===== config.mk =====
export PLATFORM = sky130hd
export DESIGN_NAME = cfb_fault_confinement
export DESIGN_NICKNAME = d
export VERILOG_FILES = /design/src/hdl/cfb_pkg.sv /design/src/hdl/cfb_timing_if.sv /design/src/hdl/cfb_bit_timing_unit.sv /design/src/hdl/cfb_fault_confinement.sv
export SDC_FILE = /design/constraint.sdc
export NUM_CORES = 1
export LEC_CHECK = 0
export ABC_AREA = 1
export BUFFER_PORTS_ARGS = -buffer_cell sky130_fd_sc_hd__buf_2
export CAP_MARGIN = 20
export CORE_UTILIZATION = 40
export DETAILED_ROUTE_END_ITERATION = 16
export HOLD_SLACK_MARGIN = 0.02
export PLACE_DENSITY = 0.65
export SYNTH_ARGS = -nofsm -noshare
export SYNTH_HDL_FRONTEND = slang
export SYNTH_HIERARCHICAL = 1
export SYNTH_SLANG_ARGS = --single-unit

===== constraint.sdc =====
create_clock -name ref_clk -period 4.67 [get_ports ref_clk]
set_input_delay 0.2335 -clock ref_clk [delete_from_list [all_inputs] [get_ports ref_clk]]
set_output_delay 0.2335 -clock ref_clk [all_outputs]
set_load 0.005 [all_outputs]

===== src/hdl/cfb_pkg.sv =====
// Package with register map, field layout and constants for the CAN fault and bit timing block
package cfb_pkg;
  // Register byte offsets (Avalon word aligned)
  localparam logic [3:0] OFS_ERR_PAIR = 4'h0;
  localparam logic [3:0] OFS_STATE = 4'h4;
  localparam logic [3:0] OFS_TIMING = 4'h8;
  localparam logic [3:0] OFS_CTRL = 4'hC;
  // Timing register fields
  localparam int TIM_T1_LSB = 0;
  localparam int TIM_T2_LSB = 4;
  localparam int TIM_SJW_LSB = 8;
  localparam int TIM_PSC_LSB = 16;
  localparam logic [31:0] TIM_RESET = 32'h0001_0243;
  // Fault confinement thresholds and counter step
  localparam logic [8:0] WARN_LIMIT = 9'h060;
  localparam logic [8:0] PASSIVE_LIMIT = 9'h07F;
  localparam logic [8:0] BUSOFF_LIMIT = 9'h0FF;
  localparam logic [3:0] RECESSIVE_RUN = 4'hB;
  localparam logic [7:0] RECOVERY_RUNS = 8'h80;
  localparam logic [3:0] FIRST_DOM_ACTIVE = 4'hE;
  localparam logic [3:0] FIRST_DOM_PASSIVE = 4'h8;
  localparam logic [3:0] DOM_REPEAT = 4'h8;
  localparam logic [7:0] BIG_STEP = 8'h08;

  typedef enum logic [2:0] {
    ST_SYNC = 3'b000,
    ST_ACTIVE = 3'b001,
    ST_WARNING = 3'b010,
    ST_PASSIVE = 3'b011,
    ST_BUSOFF = 3'b100
  } cfb_state_e;

  typedef enum logic [1:0] {
    SEG_SYNC = 2'b00,
    SEG_ONE = 2'b01,
    SEG_TWO = 2'b10
  } cfb_seg_e;
endpackage


===== src/hdl/cfb_timing_if.sv =====
// Interface carrying bit timing configuration and strobes between the modules
`timescale 1ns/1ps
interface cfb_timing_if;
  logic [3:0] firstTimeSegment;
  logic [3:0] secondTimeSegment;
  logic [3:0] resyncJumpWidth;
  logic [15:0] quantumPrescaler;
  logic busOff;
  logic rxSync;
  logic samplePulse;
  logic sampleBit;
  logic txPointPulse;
  modport unit(input firstTimeSegment, secondTimeSegment, resyncJumpWidth, quantumPrescaler,
               input busOff, rxSync, output samplePulse, sampleBit, txPointPulse);
  modport ctrl(output firstTimeSegment, secondTimeSegment, resyncJumpWidth, quantumPrescaler,
               output busOff, rxSync, input samplePulse, sampleBit, txPointPulse);
endinterface


===== src/hdl/cfb_bit_timing_unit.sv =====
// Bit timing unit: quantum prescaler, segment counter, resync and sample point
`timescale 1ns/1ps
module cfb_bit_timing_unit (
  // Clock and reset
  input wire logic ref_clk,
  input wire logic rst_n,
  // Timing link
  cfb_timing_if.unit tif
);
  typedef struct packed {
    logic [15:0] quantum_prescaler;
    logic [4:0] tq;
    logic [4:0] t1Len;
    cfb_pkg::cfb_seg_e seg;
    logic prevBit;
    logic resyncDone;
    logic samp;
    logic sampBit;
    logic txPt;
  } cfb_btu_s;

  cfb_btu_s st_r, st_nxt;
  logic tqEn;
  logic [4:0] t1Cfg, t2Cfg, resync_jump_width;
  logic edgeFall;
  logic [4:0] phaseErr;

  always_comb begin
    st_nxt = st_r;
    st_nxt.samp = 1'b0;
    st_nxt.txPt = 1'b0;
    // Zero prescaler treated as one, so the quantum never stalls
    tqEn = (tif.quantumPrescaler == 16'h0000) ||
           (st_r.quantum_prescaler + 16'h0001 >= tif.quantumPrescaler);
    t1Cfg = (tif.firstTimeSegment == 4'h0) ? 5'h01 : {1'b0, tif.firstTimeSegment};
    t2Cfg = (tif.secondTimeSegment == 4'h0) ? 5'h01 : {1'b0, tif.secondTimeSegment};
    resync_jump_width = {1'b0, tif.resyncJumpWidth};
    edgeFall = st_r.prevBit && !tif.rxSync;
    phaseErr = st_r.tq;
    st_nxt.quantum_prescaler = tqEn ? 16'h0000 : st_r.quantum_prescaler + 16'h0001;
    if (tqEn) begin
      st_nxt.prevBit = tif.rxSync;
      st_nxt.tq = st_r.tq + 5'h01;
      if (edgeFall && !st_r.resyncDone && st_r.seg != cfb_pkg::SEG_SYNC) begin
        st_nxt.resyncDone = 1'b1;
        if (st_r.seg == cfb_pkg::SEG_ONE) begin
          // Late edge: lengthen segment one, capped at jump width
          st_nxt.t1Len = st_r.t1Len + ((phaseErr > resync_jump_width) ? resync_jump_width : phaseErr);
        end else if (st_r.tq + resync_jump_width + 5'h01 >= t2Cfg) begin
          // Early edge within jump width acts as hard sync
          st_nxt.seg = cfb_pkg::SEG_ONE;
          st_nxt.tq = 5'h00;
          st_nxt.t1Len = t1Cfg;
          st_nxt.txPt = 1'b1;
        end else begin
          // Early beyond jump width: cut segment two by jump width
          st_nxt.tq = st_r.tq + resync_jump_width + 5'h01;
        end
      end
      case (st_r.seg)
        cfb_pkg::SEG_SYNC: begin
          st_nxt.seg = cfb_pkg::SEG_ONE;
          st_nxt.tq = 5'h00;
          st_nxt.t1Len = t1Cfg;
          st_nxt.resyncDone = 1'b0;
        end
        cfb_pkg::SEG_ONE: begin
          if (st_r.tq + 5'h01 >= st_nxt.t1Len && st_nxt.seg == cfb_pkg::SEG_ONE &&
              !(edgeFall && !st_r.resyncDone)) begin
            st_nxt.seg = cfb_pkg::SEG_TWO;
            st_nxt.tq = 5'h00;
            st_nxt.samp = 1'b1;
            st_nxt.sampBit = tif.rxSync;
          end
        end
        cfb_pkg::SEG_TWO: begin
          if (st_nxt.seg == cfb_pkg::SEG_TWO && st_nxt.tq >= t2Cfg) begin
            st_nxt.seg = cfb_pkg::SEG_SYNC;
            st_nxt.tq = 5'h00;
            st_nxt.txPt = 1'b1;
          end
        end
        default: st_nxt.seg = cfb_pkg::SEG_SYNC;
      endcase
    end
  end

  always_ff @(posedge ref_clk or negedge rst_n) begin
    if (!rst_n) begin
      st_r <= '{quantum_prescaler: 16'h0000, tq: 5'h00, t1Len: 5'h01, seg: cfb_pkg::SEG_SYNC,
                prevBit: 1'b1, resyncDone: 1'b0, samp: 1'b0, sampBit: 1'b1, txPt: 1'b0};
    end else begin
      st_r <= st_nxt;
    end
  end

  assign tif.samplePulse = st_r.samp;
  assign tif.sampleBit = st_r.sampBit;
  assign tif.txPointPulse = st_r.txPt;
endmodule


===== src/hdl/cfb_fault_confinement.sv =====
// Top: fault confinement counters, node state and Avalon register slave
`timescale 1ns/1ps
// What this block does
// - Leave warning once both counters below 96
// - Passive when either counter exceeds 127
// - Passive node sends only recessive error flag
// - Passive leaves when both below 128, to warning if either is 96 or more
// - Bus off when transmit counter exceeds 255
// - Bus off disables drivers, no bus activity
// - Recover after 128 runs of 11 recessive
// - Clear both counters on bus-off recovery
// - Counters packed into one readable 16-bit register
// - Receive counter stops incrementing at bit 7
// - Receiver flag bit error adds eight
// - Dominant run after flag adds eight repeatedly
// - Transmitter errors add eight
// - Valid frame decrements counter, floor zero
// - Arbitration stuff and passive ack exempt
// - Lone transmitter ack errors never reach bus off
// - Bit splits into sync, first, second segments
// - Sample between segments, transmit at end
// - Segment lengths from own 4-bit fields
// - Resync adjusts bit by at most jump width
// - Wait 11 recessive bits after enable
// - Late edge lengthens, early edge shortens by width
// - Quantum clock from programmable prescaler
module cfb_fault_confinement (
  // Clock and reset
  input wire logic ref_clk,
  input wire logic rst_n,
  // Avalon-MM slave
  input wire logic [3:0] avs_address,
  input wire logic avs_read,
  input wire logic avs_write,
  input wire logic [31:0] avs_writedata,
  input wire logic [3:0] avs_byteenable,
  output logic [31:0] avs_readdata,
  output logic avs_waitrequest,
  // CAN bus pins
  input wire logic canRx,
  output logic canTx,
  output logic canTxEn,
  // Protocol engine events
  input wire logic errFlagReq,
  input wire logic flagDominant,
  input wire logic isTransmitter,
  input wire logic evRxFlagBitErr,
  input wire logic evRxDomAfterFlag,
  input wire logic evTxFlagBitErr,
  input wire logic evOtherErr,
  input wire logic evArbStuffErr,
  input wire logic evAckErr,
  input wire logic evFlagEnd,
  input wire logic flagWasPassive,
  input wire logic evRxOk,
  input wire logic evTxOk,
  // Node status and bit strobes
  output logic [2:0] nodeState,
  output logic samplePulse,
  output logic sampleBit,
  output logic txPoint
);
  typedef struct packed {
    logic rx1;
    logic rx2;
    logic [7:0] rx_error_count;
    logic [7:0] tx_error_count;
    cfb_pkg::cfb_state_e state;
    logic [3:0] recRun;
    logic [7:0] runCnt;
    logic watchDom;
    logic [3:0] domCnt;
    logic domFirstDone;
    logic domPassiveRule;
    logic passiveSawDom;
    logic [31:0] timing;
    logic enable;
    logic [31:0] rdata;
    logic wait_n;
    logic tx;
    logic txEn;
    logic samp;
    logic sampB;
    logic txPt;
  } cfb_top_s;

  cfb_top_s s_r, s_nxt;
  cfb_timing_if tif();
  logic [8:0] recSum, tecSum;
  logic recBig, recOne, tecBig, tecDec, recDec;
  logic stepDom;
  logic access;

  assign tif.firstTimeSegment = s_r.timing[cfb_pkg::TIM_T1_LSB +: 4];
  assign tif.secondTimeSegment = s_r.timing[cfb_pkg::TIM_T2_LSB +: 4];
  assign tif.resyncJumpWidth = s_r.timing[cfb_pkg::TIM_SJW_LSB +: 4];
  assign tif.quantumPrescaler = s_r.timing[cfb_pkg::TIM_PSC_LSB +: 16];
  assign tif.busOff = (s_r.state == cfb_pkg::ST_BUSOFF);
  assign tif.rxSync = s_r.rx2;

  cfb_bit_timing_unit u_btu (
    .ref_clk(ref_clk),
    .rst_n(rst_n),
    .tif(tif)
  );

  always_comb begin
    s_nxt = s_r;
    s_nxt.rx1 = canRx;
    s_nxt.rx2 = s_r.rx1;
    s_nxt.samp = tif.samplePulse;
    s_nxt.sampB = tif.sampleBit;
    s_nxt.txPt = tif.txPointPulse;
    // Dominant run watch after an error or overload flag
    stepDom = 1'b0;
    if (evFlagEnd) begin
      s_nxt.watchDom = 1'b1;
      s_nxt.domCnt = 4'h0;
      s_nxt.domFirstDone = 1'b0;
      s_nxt.domPassiveRule = flagWasPassive;
    end else if (s_r.watchDom && tif.samplePulse) begin
      if (tif.sampleBit) begin
        s_nxt.watchDom = 1'b0;
      end else begin
        s_nxt.domCnt = s_r.domCnt + 4'h1;
        if (!s_r.domFirstDone && s_r.domCnt + 4'h1 ==
            (s_r.domPassiveRule ? cfb_pkg::FIRST_DOM_PASSIVE : cfb_pkg::FIRST_DOM_ACTIVE)) begin
          stepDom = 1'b1;
          s_nxt.domFirstDone = 1'b1;
          s_nxt.domCnt = 4'h0;
        end else if (s_r.domFirstDone && s_r.domCnt + 4'h1 == cfb_pkg::DOM_REPEAT) begin
          stepDom = 1'b1;
          s_nxt.domCnt = 4'h0;
        end
      end
    end
    // Track dominant bits seen while a passive flag is out
    if (errFlagReq && tif.samplePulse && !tif.sampleBit) begin
      s_nxt.passiveSawDom = 1'b1;
    end else if (!errFlagReq) begin
      s_nxt.passiveSawDom = 1'b0;
    end
    recBig = evRxFlagBitErr || evRxDomAfterFlag || (stepDom && !isTransmitter);
    recOne = evOtherErr && !isTransmitter;
    tecBig = evTxFlagBitErr || (stepDom && isTransmitter) ||
             (evOtherErr && isTransmitter && !evArbStuffErr &&
              !(evAckErr && s_r.state == cfb_pkg::ST_PASSIVE && !s_r.passiveSawDom));
    recDec = evRxOk && s_r.rx_error_count != 8'h00;
    tecDec = evTxOk && s_r.tx_error_count != 8'h00;
    recSum = {1'b0, s_r.rx_error_count};
    if (recBig || recOne) begin
      if (!s_r.rx_error_count[7]) begin
        recSum = {1'b0, s_r.rx_error_count} + (recBig ? {1'b0, cfb_pkg::BIG_STEP} : 9'h001);
      end
    end else if (recDec) begin
      recSum = {1'b0, s_r.rx_error_count} - 9'h001;
    end
    tecSum = {1'b0, s_r.tx_error_count};
    if (tecBig) begin
      tecSum = {1'b0, s_r.tx_error_count} + {1'b0, cfb_pkg::BIG_STEP};
    end else if (tecDec) begin
      tecSum = {1'b0, s_r.tx_error_count} - 9'h001;
    end
    if (s_r.state != cfb_pkg::ST_BUSOFF && s_r.state != cfb_pkg::ST_SYNC) begin
      s_nxt.rx_error_count = recSum[8] ? 8'hFF : recSum[7:0];
      s_nxt.tx_error_count = tecSum[8] ? 8'hFF : tecSum[7:0];
    end
    // Recessive run counter on sampled bits
    if (tif.samplePulse) begin
      s_nxt.recRun = (tif.sampleBit && s_r.recRun != cfb_pkg::RECESSIVE_RUN) ?
                     s_r.recRun + 4'h1 : (tif.sampleBit ? s_r.recRun : 4'h0);
      if (s_r.state == cfb_pkg::ST_BUSOFF && tif.sampleBit) begin
        s_nxt.recRun = (s_r.recRun + 4'h1 == cfb_pkg::RECESSIVE_RUN) ? 4'h0 : s_r.recRun + 4'h1;
      end
    end
    case (s_r.state)
      cfb_pkg::ST_SYNC: begin
        if (s_r.enable && tif.samplePulse && tif.sampleBit &&
            s_r.recRun + 4'h1 >= cfb_pkg::RECESSIVE_RUN) begin
          s_nxt.state = cfb_pkg::ST_ACTIVE;
        end
      end
      cfb_pkg::ST_ACTIVE, cfb_pkg::ST_WARNING, cfb_pkg::ST_PASSIVE: begin
        if (tecSum > cfb_pkg::BUSOFF_LIMIT) begin
          s_nxt.state = cfb_pkg::ST_BUSOFF;
          s_nxt.runCnt = 8'h00;
          // Recessive bits seen before bus off must not shorten the first run
          s_nxt.recRun = 4'h0;
        end else if ({1'b0, s_nxt.tx_error_count} > cfb_pkg::PASSIVE_LIMIT ||
                     {1'b0, s_nxt.rx_error_count} > cfb_pkg::PASSIVE_LIMIT) begin
          s_nxt.state = cfb_pkg::ST_PASSIVE;
        end else if ({1'b0, s_nxt.tx_error_count} >= cfb_pkg::WARN_LIMIT ||
                     {1'b0, s_nxt.rx_error_count} >= cfb_pkg::WARN_LIMIT) begin
          s_nxt.state = cfb_pkg::ST_WARNING;
        end else begin
          s_nxt.state = cfb_pkg::ST_ACTIVE;
        end
      end
      cfb_pkg::ST_BUSOFF: begin
        if (tif.samplePulse && tif.sampleBit && s_r.recRun + 4'h1 == cfb_pkg::RECESSIVE_RUN) begin
          s_nxt.runCnt = s_r.runCnt + 8'h01;
          if (s_r.runCnt + 8'h01 == cfb_pkg::RECOVERY_RUNS) begin
            s_nxt.state = cfb_pkg::ST_ACTIVE;
            s_nxt.rx_error_count = 8'h00;
            s_nxt.tx_error_count = 8'h00;
          end
        end
      end
      default: s_nxt.state = cfb_pkg::ST_SYNC;
    endcase
    if (!s_r.enable) begin
      s_nxt.state = cfb_pkg::ST_SYNC;
      // Idle bits only count once the node is enabled
      s_nxt.recRun = 4'h0;
    end
    // Pin drive: dominant flag only when active-type state
    s_nxt.tx = 1'b1;
    s_nxt.txEn = 1'b0;
    if (s_r.state != cfb_pkg::ST_BUSOFF && s_r.state != cfb_pkg::ST_SYNC) begin
      if (errFlagReq && s_r.state != cfb_pkg::ST_PASSIVE) begin
        s_nxt.tx = 1'b0;
        s_nxt.txEn = 1'b1;
      end else if (errFlagReq) begin
        s_nxt.tx = 1'b1;
      end else if (!flagDominant) begin
        s_nxt.tx = 1'b1;
      end else begin
        s_nxt.tx = 1'b0;
        s_nxt.txEn = 1'b1;
      end
    end
    // Avalon slave: one wait cycle, answer on the second
    access = (avs_read || avs_write) && s_r.wait_n == 1'b0;
    s_nxt.wait_n = 1'b0;
    if (access) begin
      s_nxt.wait_n = 1'b1;
      s_nxt.rdata = 32'h0000_0000;
      case (avs_address)
        cfb_pkg::OFS_ERR_PAIR: s_nxt.rdata = {16'h0000, s_r.tx_error_count, s_r.rx_error_count};
        cfb_pkg::OFS_STATE: s_nxt.rdata = {29'h0000_0000, s_r.state};
        cfb_pkg::OFS_TIMING: s_nxt.rdata = s_r.timing;
        cfb_pkg::OFS_CTRL: s_nxt.rdata = {31'h0000_0000, s_r.enable};
        default: s_nxt.rdata = 32'h0000_0000;
      endcase
    end
    // Write commits on the answer cycle, where the master samples waitrequest low
    if (avs_write && s_r.wait_n) begin
      if (avs_address == cfb_pkg::OFS_TIMING) begin
        for (int b = 0; b < 4; b++) begin
          if (avs_byteenable[b]) begin
            s_nxt.timing[b*8 +: 8] = avs_writedata[b*8 +: 8];
          end
        end
      end else if (avs_address == cfb_pkg::OFS_CTRL && avs_byteenable[0]) begin
        s_nxt.enable = avs_writedata[0];
      end
    end
  end

  always_ff @(posedge ref_clk or negedge rst_n) begin
    if (!rst_n) begin
      s_r <= '{rx1: 1'b1, rx2: 1'b1, rx_error_count: 8'h00, tx_error_count: 8'h00, state: cfb_pkg::ST_SYNC,
               recRun: 4'h0, runCnt: 8'h00, watchDom: 1'b0, domCnt: 4'h0, domFirstDone: 1'b0,
               domPassiveRule: 1'b0, passiveSawDom: 1'b0, timing: cfb_pkg::TIM_RESET,
               enable: 1'b0, rdata: 32'h0000_0000, wait_n: 1'b0, tx: 1'b1, txEn: 1'b0,
               samp: 1'b0, sampB: 1'b1, txPt: 1'b0};
    end else begin
      s_r <= s_nxt;
    end
  end

  assign avs_readdata = s_r.rdata;
  assign avs_waitrequest = !s_r.wait_n;
  assign canTx = s_r.tx;
  assign canTxEn = s_r.txEn;
  assign nodeState = s_r.state;
  assign samplePulse = s_r.samp;
  assign sampleBit = s_r.sampB;
  assign txPoint = s_r.txPt;
endmodule


==> flow_summary_export.csv, run 1 <==
group,metric,value,unit
sta,worst_pin_slew,1.04,ns
placement,port-buffer-count,98,
sta,max_slew_margin,30.5,%
run_status,status,"complete, no violations",
cells_and_area,fin_nets,1399,
detailed_routing,drt_iter0_drc,526,
power,netSwitchingPower,0.00148,W
global_routing,grtUsageTotal,20.7,%
worst_setup_path,worst-path-max-fanout,8,
synthesis,synth-edff-count,0,
worst_setup_path,cp_data_required_time,5.03,ns
cells_and_area,multiInputGateArea,0.00482,mm2
power,ir_worst_vdd,0.206,mV
detailed_routing,wl_per_cell,14.7,um
power,clkPwrFrac,32.6,%
sta,rsz0062_at_grt,"no",
cells_and_area,n_fill_cell,2313,
cts,cts_tree,"done",
placement,place.gp.congestion,0.907,
die,rows,56,
synthesis,avgSynthCellArea,7.86,um2
sta,period_needed,4.20,ns
die,die_h,157,um
power,power_density,376,mW/mm2
sta,setup_slack,0.469,ns
synthesis,yosysSeqAreaShare,38.1,%
sta,slew_violations,0,
die,ioPinCount,99,
cells_and_area,fin_util,45.6,%
global_routing,antenna_found_initial,1,
placement,pre_cts_ws,0.556,ns
global_routing,grt_pass1_vias,7717,
detailed_routing,route.detailed.drc,0,
power,p_seq_share,38.3,%
detailed_routing,drtAntennaViolNets,0,
run,drv_cap,0,
sta,skew,0.00932,ns
synthesis,synth.distinct_cells,56,
cts,cts_max_level,4,
worst_setup_path,start_kind,"flop",
synthesis,synth_cells,1215,
die,core,0.0235,mm2
synthesis,yosys.area.top_type,"dfrtp_1",
worst_setup_path,arrival,4.56,ns
power,p_int,0.00255,W
die,start_util,40.7,%
detailed_routing,finalWirelength,23800,um
power,p_comb_share,29.1,%
cells_and_area,final-seq-area,0.00364,mm2
power,power_leakage,5.76,nW
sta,final-setup-viol-count,0,
cts,cts.root.buffer_cell,"clkbuf_16",
power,sw_frac_of_total,36.8,%
cells_and_area,drive_above_1_share,19.6,%
synthesis,ys_warn_count,6,
die,dieArea,0.0245,mm2
sta,finalHoldViolCount,0,
cts,postCtsSetupRepairBufs,0,
synthesis,synth_area,0.00955,mm2
sta,max_freq,238,MHz
detailed_routing,vias_per_cell,4.95,
cts,path_clk_slew,0.07,ns
die,fp.dieW,157,um
detailed_routing,drt_first_pass_iters,6,
global_routing,grt_overflow_total,0,
synthesis,syn_nets,1331,
cts,cts_num_sinks,145,
detailed_routing,num_vias,8003,
min_path,hold_path_class,"in -> reg",
worst_setup_path,path_class,"reg -> reg",
synthesis,ys_seq_elements,145,
global_routing,grt_pass1_wl,39200,um
synthesis,synthArstFlopShare,100,%
sta,fin_crit_sh,90.0,%
cells_and_area,area_growth,12.1,%
cts,clock_latency,0.43,ns
cts,cts_buffer_depth,2,
sta,timing.setup.tns,0,ns
cts,numCtsBuffers,17,
global_routing,grt_max_degree,101,
synthesis,synth_ff_type,"dfrtp_1",
synthesis,yosysTopAreaCellShare,34.8,%
sta,whs,0.0359,ns
worst_setup_path,cp-end-kind,"flop",
synthesis,ys_top_cells_by_area,"dfrtp_1, nand2_1, ha_1, inv_1, nand3_1",
placement,dp_hpwl,18000,um
-- routing by layer --
layer / global-route usage, % / wire length (um) / vias up
li1: - / - / 4034
met1: 27.0 / 10800 / 3749
met2: 33.3 / 11000 / 192
met3: 5.18 / 1540 / 28
met4: 6.82 / 472 / 0
met5: 0 / 0 / -
-- cell type report --
cell class	instances	share of cell area, %
diodes	1	0.0234
clock buffers	18	4.10
clock inverters	14	1.16
inverters	189	6.69
multi-input cells	824	45.0
flip-flops and latches	145	34.0
well taps	319	3.73
repair buffers	106	5.29
-- state kept, by name, indices dropped and copies added, names as in the netlist --
| signal | count |
|---|---|
| s_r | 70 |
| avs_readdata | 32 |
| u_btu/st_r | 25 |
| u_btu/phaseErr | 5 |
| nodeState | 3 |
| canTx | 1 |
| canTxEn | 1 |
| s_nxt | 1 |
| sampleBit | 1 |
| samplePulse | 1 |
| tif.rxSync | 1 |
| txPoint | 1 |
| u_btu/tif.sampleBit | 1 |
| u_btu/tif.samplePulse | 1 |
| u_btu/tif.txPointPulse | 1 |
-- kinds of logic after synthesis --
| group | share of synthesized area [%] |
|---|---|
| flops | 38.1 |
| simple gates | 28.5 |
| buf+inv | 11.4 |
| fa+ha+maj | 7.75 |
| xor+xnor | 3.30 |
| mux | 2.00 |
| compound gates | 8.85 |
-- synthesized netlist by cell type, types with 10 or more instances --
cell type / n
inv_2: 14
nor2_1: 92
buf_4: 36
nand2_1: 285
nor3_1: 10
xor2_1: 30
ha_1: 56
nor2_2: 11
nand4_1: 27
o21ai_0: 31
dfrtp_1: 133
nand3_1: 87
nand2_2: 19
o21ai_1: 14
a21oi_1: 42
mux2_2: 17
o22ai_1: 21
clkbuf_1: 14
dfstp_2: 12
inv_1: 172
-- power by group through the flow --
stage	sequential, W	clock (W)	combinational [W]
detailed placement	0.00157	0	0.00116
finish	0.00155	0.00131	0.00117
global placement	0.00156	0	0.00114
CTS	0.00155	0.00135	0.00117
floorplan	0.00152	0	0.000901
global route	0.00157	0.00140	0.00135
-- metrics by stage --
step | cells | area [um2] | total power [W]
2_1_floorplan | 1215 | 9550 | 0.00242
3_3_place_gp | 1579 | 10100 | 0.00271
3_5_place_dp | 1579 | 10100 | 0.00273
4_1_cts | 1614 | 10700 | 0.00406
5_1_grt | 1615 | 10700 | 0.00432
6_report | 1616 | 10700 | 0.00403
-- final timing paths --
check | from | end | slack [ns] | cells after the start
setup reg to reg | s_r[48] | u_btu/phaseErr[0] | 0.47 | 26
hold / removal | avs_writedata[25] | s_r[64] | 0.04 | 2
setup / recovery | s_r[48] | u_btu/phaseErr[0] | 0.47 | 26
min in group asynchronous | rst_n | s_r[87] | 0.47 | 2
max in group asynchronous | rst_n | txPoint | 3.05 | 3
hold reg to reg | u_btu/tif.txPointPulse | txPoint | 0.35 | 0
-- layout by cell type, fill, tap and decap left out, drive strengths merged, types with 12 or more instances in the layout --
master	netlist	final
a21oi	45	45
buf	43	102
clkbuf	14	18
dfrtp	133	133
dfstp	12	12
ha	56	56
inv	189	196
mux2	17	17
nand2	310	310
nand3	98	98
nand4	28	28
nor2	111	111
nor3	12	12
o21ai	47	47
o22ai	21	21
xor2	30	30
-- worst max-delay path, cell delays in order, from the launching register on --
cell and delay (ns):
dfstp_2 0.57, inv_1 0.07, ha_1 0.31, inv_1 0.07
nor2_1 0.04, o211ai_1 0.15, nand2_1 0.07, o41ai_1 0.06
nand2_1 0.22, nand2_1 0.10, o21ai_0 0.10, ha_1 0.23
fa_1 0.41, xor2_1 0.17, a21oi_1 0.08, a21oi_1 0.20
inv_1 0.06, ha_1 0.30, nand2_1 0.08, inv_1 0.04
o21ai_0 0.15, nand4_1 0.13, nand3_1 0.15, nand2_1 0.08
nand2_2 0.12, nand3_1 0.08, nand2_1 0.08
-- what timing repair did --
item | 4_1_cts | 5_1_grt
gates resized for setup | 0 | 0
hold buffers | 3 | 1
endpoints found under the hold margin | 94 | 1
No activity file was read; power rests on OpenSTA's default activity.
==> inputs of run 2 (changes only) <==
- CTS_CLUSTER_SIZE: unset -> 25
- REMOVE_ABC_BUFFERS: unset -> 1
==> run 2 against run 1 <==
  * Register-to-register slack better by 0.06 ns
  * Core utilization is 0.26 points higher
  * Via count hardly changed
  * Non-clock buffer count stayed put
  * Critical path depth stayed put
  * Power is 2.2% higher
  * Clock skew is 0.0030 ns higher
  * Clock-buffer cell count is 3 higher
  * Worst setup slack better by 0.061 ns
  * Maximum frequency is 1.5% higher
  * Sequential share of layout area is 0.19 points lower
  * Global-route usage is 0.43 points lower
  * Largest power group unchanged
  * Highest routed layer is now met5
==> flow_summary_export.csv, run 2 (synthesis results as in run 1) <==
group,metric,value,unit
die,start_util,40.7,%
cts,cts_num_sinks,145,
detailed_routing,drtAntennaViolNets,0,
cts,path_clk_slew,0.07,ns
power,clkPwrFrac,33.8,%
detailed_routing,route.detailed.drc,0,
global_routing,antenna_found_initial,1,
power,p_comb_share,28.7,%
die,rows,56,
cells_and_area,fin_nets,1399,
sta,worst_pin_slew,0.996,ns
sta,rsz0062_at_grt,"no",
worst_setup_path,arrival,4.50,ns
sta,slew_violations,0,
placement,dp_cells,1579,
sta,period_needed,4.14,ns
sta,max_slew_margin,33.6,%
sta,skew,0.0123,ns
detailed_routing,num_vias,8002,
cells_and_area,largest_reg_flops,70,
placement,dp_hpwl,17400,um
worst_setup_path,cp_data_required_time,5.03,ns
run_status,status,"complete, no violations",
detailed_routing,drt_iter0_drc,591,
power,p_int,0.00269,W
cells_and_area,fin_util,45.9,%
global_routing,grtUsageTotal,20.3,%
worst_setup_path,path_class,"reg -> reg",
cells_and_area,final_common_cell,"nand2_1",
detailed_routing,wl_per_cell,14.5,um
worst_setup_path,cp-endpoint,"u_btu/phaseErr[1]",
power,p_seq_share,37.6,%
cells_and_area,mostFrequentLayoutCells,"nand2_1, inv_1, dfrtp_1, buf_2, nor2_1",
detailed_routing,drt_first_pass_iters,5,
sta,final-setup-viol-count,0,
power,netSwitchingPower,0.00143,W
power,ir_worst_vdd,0.251,mV
die,die_h,157,um
worst_setup_path,startpoint,"s_r[48]",
power,p_total,0.00412,W
cells_and_area,area_growth,12.8,%
placement,port-buffer-count,98,
power,power_density,383,mW/mm2
die,dieArea,0.0245,mm2
worst_setup_path,start_kind,"flop",
sta,finalHoldViolCount,0,
worst_setup_path,r2r_cells,26,
placement,place_area,0.0101,mm2
power,power_leakage,5.80,nW
worst_setup_path,rr_endpoint,"u_btu/phaseErr[1]",
global_routing,grt_overflow_total,0,
worst_setup_path,r2r_setup_slack,0.53,ns
placement,place.gp.congestion,0.900,
power,sw_frac_of_total,34.7,%
cells_and_area,drive_above_1_share,19.7,%
run,drv_cap,0,
cts,cts.root.buffer_cell,"clkbuf_16",
detailed_routing,finalWirelength,23400,um
cells_and_area,final_cell_count_no_fill,1615,
worst_setup_path,reg2reg_from,"s_r[48]",
cts,cts_buffer_depth,2,
cells_and_area,n_fill_cell,2276,
sta,timing.setup.tns,0,ns
die,fp.dieW,157,um
worst_setup_path,cp-end-kind,"flop",
sta,max_freq,242,MHz
global_routing,grt_max_degree,107,
cells_and_area,stdcell_area,0.0108,mm2
sta,fin_crit_sh,88.6,%
cts,ctsResizeCount,0,
global_routing,grt_pass1_vias,7713,
min_path,hold_path_class,"in -> reg",
cts,clock_latency,0.43,ns
cells_and_area,largest_register,"s_r",
cells_and_area,antennaDiodeCount,0,
global_routing,grt_pass1_wl,38900,um
worst_setup_path,worst-path-max-fanout,8,
detailed_routing,vias_per_cell,4.95,
cts,cts_tree,"done",
cts,cts_max_level,4,
cts,numCtsBuffers,17,
die,core,0.0235,mm2
die,ioPinCount,99,
[run 2: layout make-up]
type / count / area (um2) / area share (%)
multi-input combinational: 824 / 4820 / 44.7
timing repair buffer: 106 / 584 / 5.42
tap: 319 / 399 / 3.71
inverter: 189 / 717 / 6.66
clock buffer: 21 / 480 / 4.46
clock inverter: 11 / 128 / 1.18
sequential: 145 / 3640 / 33.8
[run 2: power by group through the flow]
stage | sequential [W] | clock, W | combinational (W)
finish | 0.00155 | 0.00139 | 0.00118
global route | 0.00157 | 0.00146 | 0.00135
CTS | 0.00155 | 0.00142 | 0.00117
detailed placement | 0.00157 | 0 | 0.00116
global placement | 0.00156 | 0 | 0.00114
floorplan | 0.00152 | 0 | 0.000865
[run 2: timing repair]
action	4_1_cts	5_1_grt
hold buffers	3	0
hold endpoints to repair	100	0
setup buffers	0	0
[run 2: critical path: stages (launching register included)]
cell and delay, ns:
dfstp_2 0.58, inv_1 0.07, ha_1 0.31, inv_1 0.08, nor2_1 0.05, o211ai_1 0.18, nand2_1 0.07, o41ai_1 0.06
nand2_1 0.21, nand2_1 0.09, o21ai_0 0.08, ha_1 0.22, fa_1 0.40, xor2_1 0.18, a21oi_1 0.08, a21oi_1 0.18
inv_1 0.06, ha_1 0.31, nand2_1 0.09, inv_1 0.04, o21ai_0 0.13, nand4_1 0.10, nand3_1 0.14, nand2_1 0.08
nand2_2 0.11, nand3_1 0.08, nand2_1 0.09
[run 2: how the worst min path moves through the flow]
| stage | cells after the start | from | to | slack, ns |
|---|---|---|---|---|
| 6_report | 2 | avs_writedata[31] | s_r[70] | 0.04 |
| 5_1_grt | 2 | avs_writedata[22] | s_r[61] | 0.02 |
| 4_1_cts | 2 | avs_writedata[22] | s_r[61] | 0.03 |
| 3_5_place_dp | 0 | u_btu/tif.txPointPulse | txPoint | 0.33 |
| 3_3_place_gp | 0 | u_btu/tif.txPointPulse | txPoint | 0.34 |
| 2_1_floorplan | 0 | rst_n | avs_readdata[0] | -0.06 |
[run 2: metal layers]
metal	vias to the layer above	share of wire [%]	global-route usage [%]
li1	4031	-	-
met1	3729	48	27.1
met2	212	45	32.4
met3	28	5.3	4.68
met4	2	1.8	6.12
met5	-	0.056	0
[run 2: metrics by stage]
stage / worst slack [ns] / hold slack (ns)
6_report: 0.530 / 0.0354
5_1_grt: 0.0772 / 0.0241
4_1_cts: 0.554 / 0.0266
3_5_place_dp: 0.592 / 0.335
3_3_place_gp: 0.663 / 0.337
2_1_floorplan: 0.971 / -0.0621
==> inputs of run 3 (changes only) <==
--- a/config.mk
+++ b/config.mk
@@ -10,8 +10,7 @@
 export CAP_MARGIN = 20
 export CORE_UTILIZATION = 40
-export CTS_CLUSTER_SIZE = 25
+export CTS_CLUSTER_SIZE = 16
 export DETAILED_ROUTE_END_ITERATION = 16
 export HOLD_SLACK_MARGIN = 0.02
-export PLACE_DENSITY = 0.65
 export REMOVE_ABC_BUFFERS = 1
 export SYNTH_ARGS = -nofsm -noshare
==> constraint.sdc (replaced) <==
create_clock -name ref_clk -period 4.67 [get_ports ref_clk]
set_input_delay 0.467 -clock ref_clk [delete_from_list [all_inputs] [get_ports ref_clk]]
set_output_delay 0.467 -clock ref_clk [all_outputs]
set_load 0.005 [all_outputs]
==> run 3 against run 2 <==
  * Cell count barely moved
  * Clock skew barely moved
  * Final area rose by 0.30%
  * Maximum frequency fell by 0.51%
  * The run now ends with DRC left
==> flow_summary_export.csv, run 3 (synthesis results as in run 1) <==
group,metric,value,unit
die,dieArea,0.0245,mm2
worst_setup_path,path_class,"reg -> reg",
sta,period_needed,4.16,ns
run,drv_cap,0,
sta,timing.setup.tns,0,ns
worst_setup_path,cp-end-kind,"flop",
placement,dp_hpwl,18100,um
detailed_routing,num_vias,7945,
cts,path_clk_slew,0.06,ns
detailed_routing,drt_first_pass_iters,11,
cts,cts_tree,"done",
detailed_routing,drtAntennaViolNets,0,
sta,max_slew_margin,28.1,%
cts,numCtsBuffers,17,
detailed_routing,drt_iter0_drc,437,
worst_setup_path,worst-path-max-fanout,7,
die,fp.dieW,157,um
detailed_routing,finalWirelength,23900,um
cells_and_area,final_common_cell,"nand2_1",
die,ioPinCount,99,
cts,clock_latency,0.43,ns
cells_and_area,fin_nets,1398,
die,die_h,157,um
global_routing,grtUsageTotal,20.8,%
worst_setup_path,rr_endpoint,"u_btu/phaseErr[2]",
worst_setup_path,r2r_setup_slack,0.51,ns
worst_setup_path,cp_data_required_time,5.03,ns
cts,cts_hold_buffers,0,
die,start_util,40.7,%
detailed_routing,vias_per_cell,4.92,
sta,finalHoldViolCount,0,
cts,cts_num_sinks,145,
sta,fin_crit_sh,89.1,%
sta,skew,0.0126,ns
die,rows,56,
cells_and_area,drive_above_1_share,19.8,%
global_routing,grt_overflow_total,0,
sta,whs,0.136,ns
placement,port-buffer-count,98,
worst_setup_path,start_kind,"flop",
global_routing,grt_pass1_wl,39800,um
global_routing,antenna_found_initial,4,
sta,worst_pin_slew,1.08,ns
sta,final-setup-viol-count,0,
detailed_routing,route.detailed.drc,2,
cts,cts.root.buffer_cell,"clkbuf_16",
global_routing,grt_pass1_vias,7774,
global_routing,grt_max_degree,91,
cells_and_area,largest_reg_flops,70,
cts,cts_buffer_depth,2,
worst_setup_path,r2r_cells,26,
placement,place.gp.congestion,0.866,
min_path,hold_path_class,"in -> async",
cts,cts_max_level,4,
run_status,status,"complete, but fails checks",
run_status,failed_checks,"DRC",
cells_and_area,largest_register,"s_r",
sta,slew_violations,0,
worst_setup_path,startpoint,"s_r[48]",
die,core,0.0235,mm2
cells_and_area,mostFrequentLayoutCells,"nand2_1, inv_1, dfrtp_1, buf_2, nor2_1",
sta,max_freq,240,MHz
worst_setup_path,arrival,4.52,ns
power,power_density,396,mW/mm2
detailed_routing,wl_per_cell,14.8,um
power,ir_worst_vdd,0.165,mV
worst_setup_path,reg2reg_from,"s_r[48]",
cells_and_area,area_growth,13.1,%
power,power_leakage,5.82,nW
## run 3: cell types whose count changed in the layout (fill, tap and decap cells not counted), moves of 2 or more
cell	previous run	this run
buf_4	4	7
bufinv_16	2	5
clkbuf_8	4	1
dlygate4sd3_1	3	0
clkinv_2	3	1
diode_2	0	2
inv_8	1	3
## run 3: worst max-delay path by stage
stage	slack, ns	to	cells after the start
finish	0.51	u_btu/phaseErr[2]	26
global route	-0.007	u_btu/phaseErr[2]	26
floorplan	0.97	u_btu/phaseErr[4]	26
global placement	0.57	u_btu/phaseErr[4]	26
CTS	0.45	u_btu/phaseErr[2]	26
detailed placement	0.48	u_btu/phaseErr[2]	26
## run 3: what timing repair did
| item | 4_1_cts | 5_1_grt |
|---|---|---|
| setup buffers | 0 | 2 |
| endpoints found under the setup margin | 0 | 6 |
| resized for setup | 0 | 1 |
## run 3: cell type report
| cell class | instances | area, um2 |
|---|---|---|
| Sequential cell | 145 | 3640 |
| Multi-Input combinational cell | 824 | 4820 |
| Clock inverter | 13 | 223 |
| Clock buffer | 19 | 443 |
| Tap cell | 319 | 399 |
| Inverter | 189 | 717 |
| Timing Repair Buffer | 105 | 549 |
| Fill cell | 2332 | 12700 |
| Antenna cell | 2 | 5.00 |
## run 3: power breakdown
| group | leakage, nW | total, W | internal [W] | switching (W) |
|---|---|---|---|---|
| Clock | 0.324 | 0.00156 | 0.000977 | 0.000588 |
| Combinational | 3.70 | 0.00117 | 0.000438 | 0.000736 |
| Sequential | 1.80 | 0.00154 | 0.00140 | 0.000144 |
## run 3: stage by stage
step	util [%]	total power, W	worst slack [ns]	std cells	cell area, um2
6_report	46.0	0.00428	0.509	1616	10800
5_1_grt	46.0	0.00458	-0.00714	1615	10800
4_1_cts	45.9	0.00431	0.454	1612	10800
3_5_place_dp	43.1	0.00273	0.481	1580	10100
3_3_place_gp	43.1	0.00272	0.570	1580	10100
2_1_floorplan	-	0.00239	0.971	1158	9180
## run 3: critical path, stage by stage (launching register included)
cell and delay (ns):
dfstp_2 0.57, inv_1 0.07, ha_1 0.31, inv_1 0.08, nor2_1 0.04, o211ai_1 0.15
nand2_1 0.06, o41ai_1 0.07, nand2_1 0.22, nand2_1 0.09, o21ai_0 0.10, ha_1 0.23
fa_1 0.41, xor2_1 0.18, a21oi_1 0.08, a21oi_1 0.19, inv_1 0.06, ha_1 0.31
nand2_1 0.08, inv_1 0.03, o21ai_0 0.13, nand4_1 0.15, nand3_2 0.13, nand2_1 0.07
nand2_2 0.12, nand3_1 0.08, nand2_1 0.08
## run 3: routing by layer
layer  wire (um)  global-route usage [%]  up-vias
met1       11400                    28.0     3720
met2       11100                    33.9      163
met5          23                       0        -
li1            -                       -     4036
met3        1110                    4.68       22
met4         221                    4.58        4
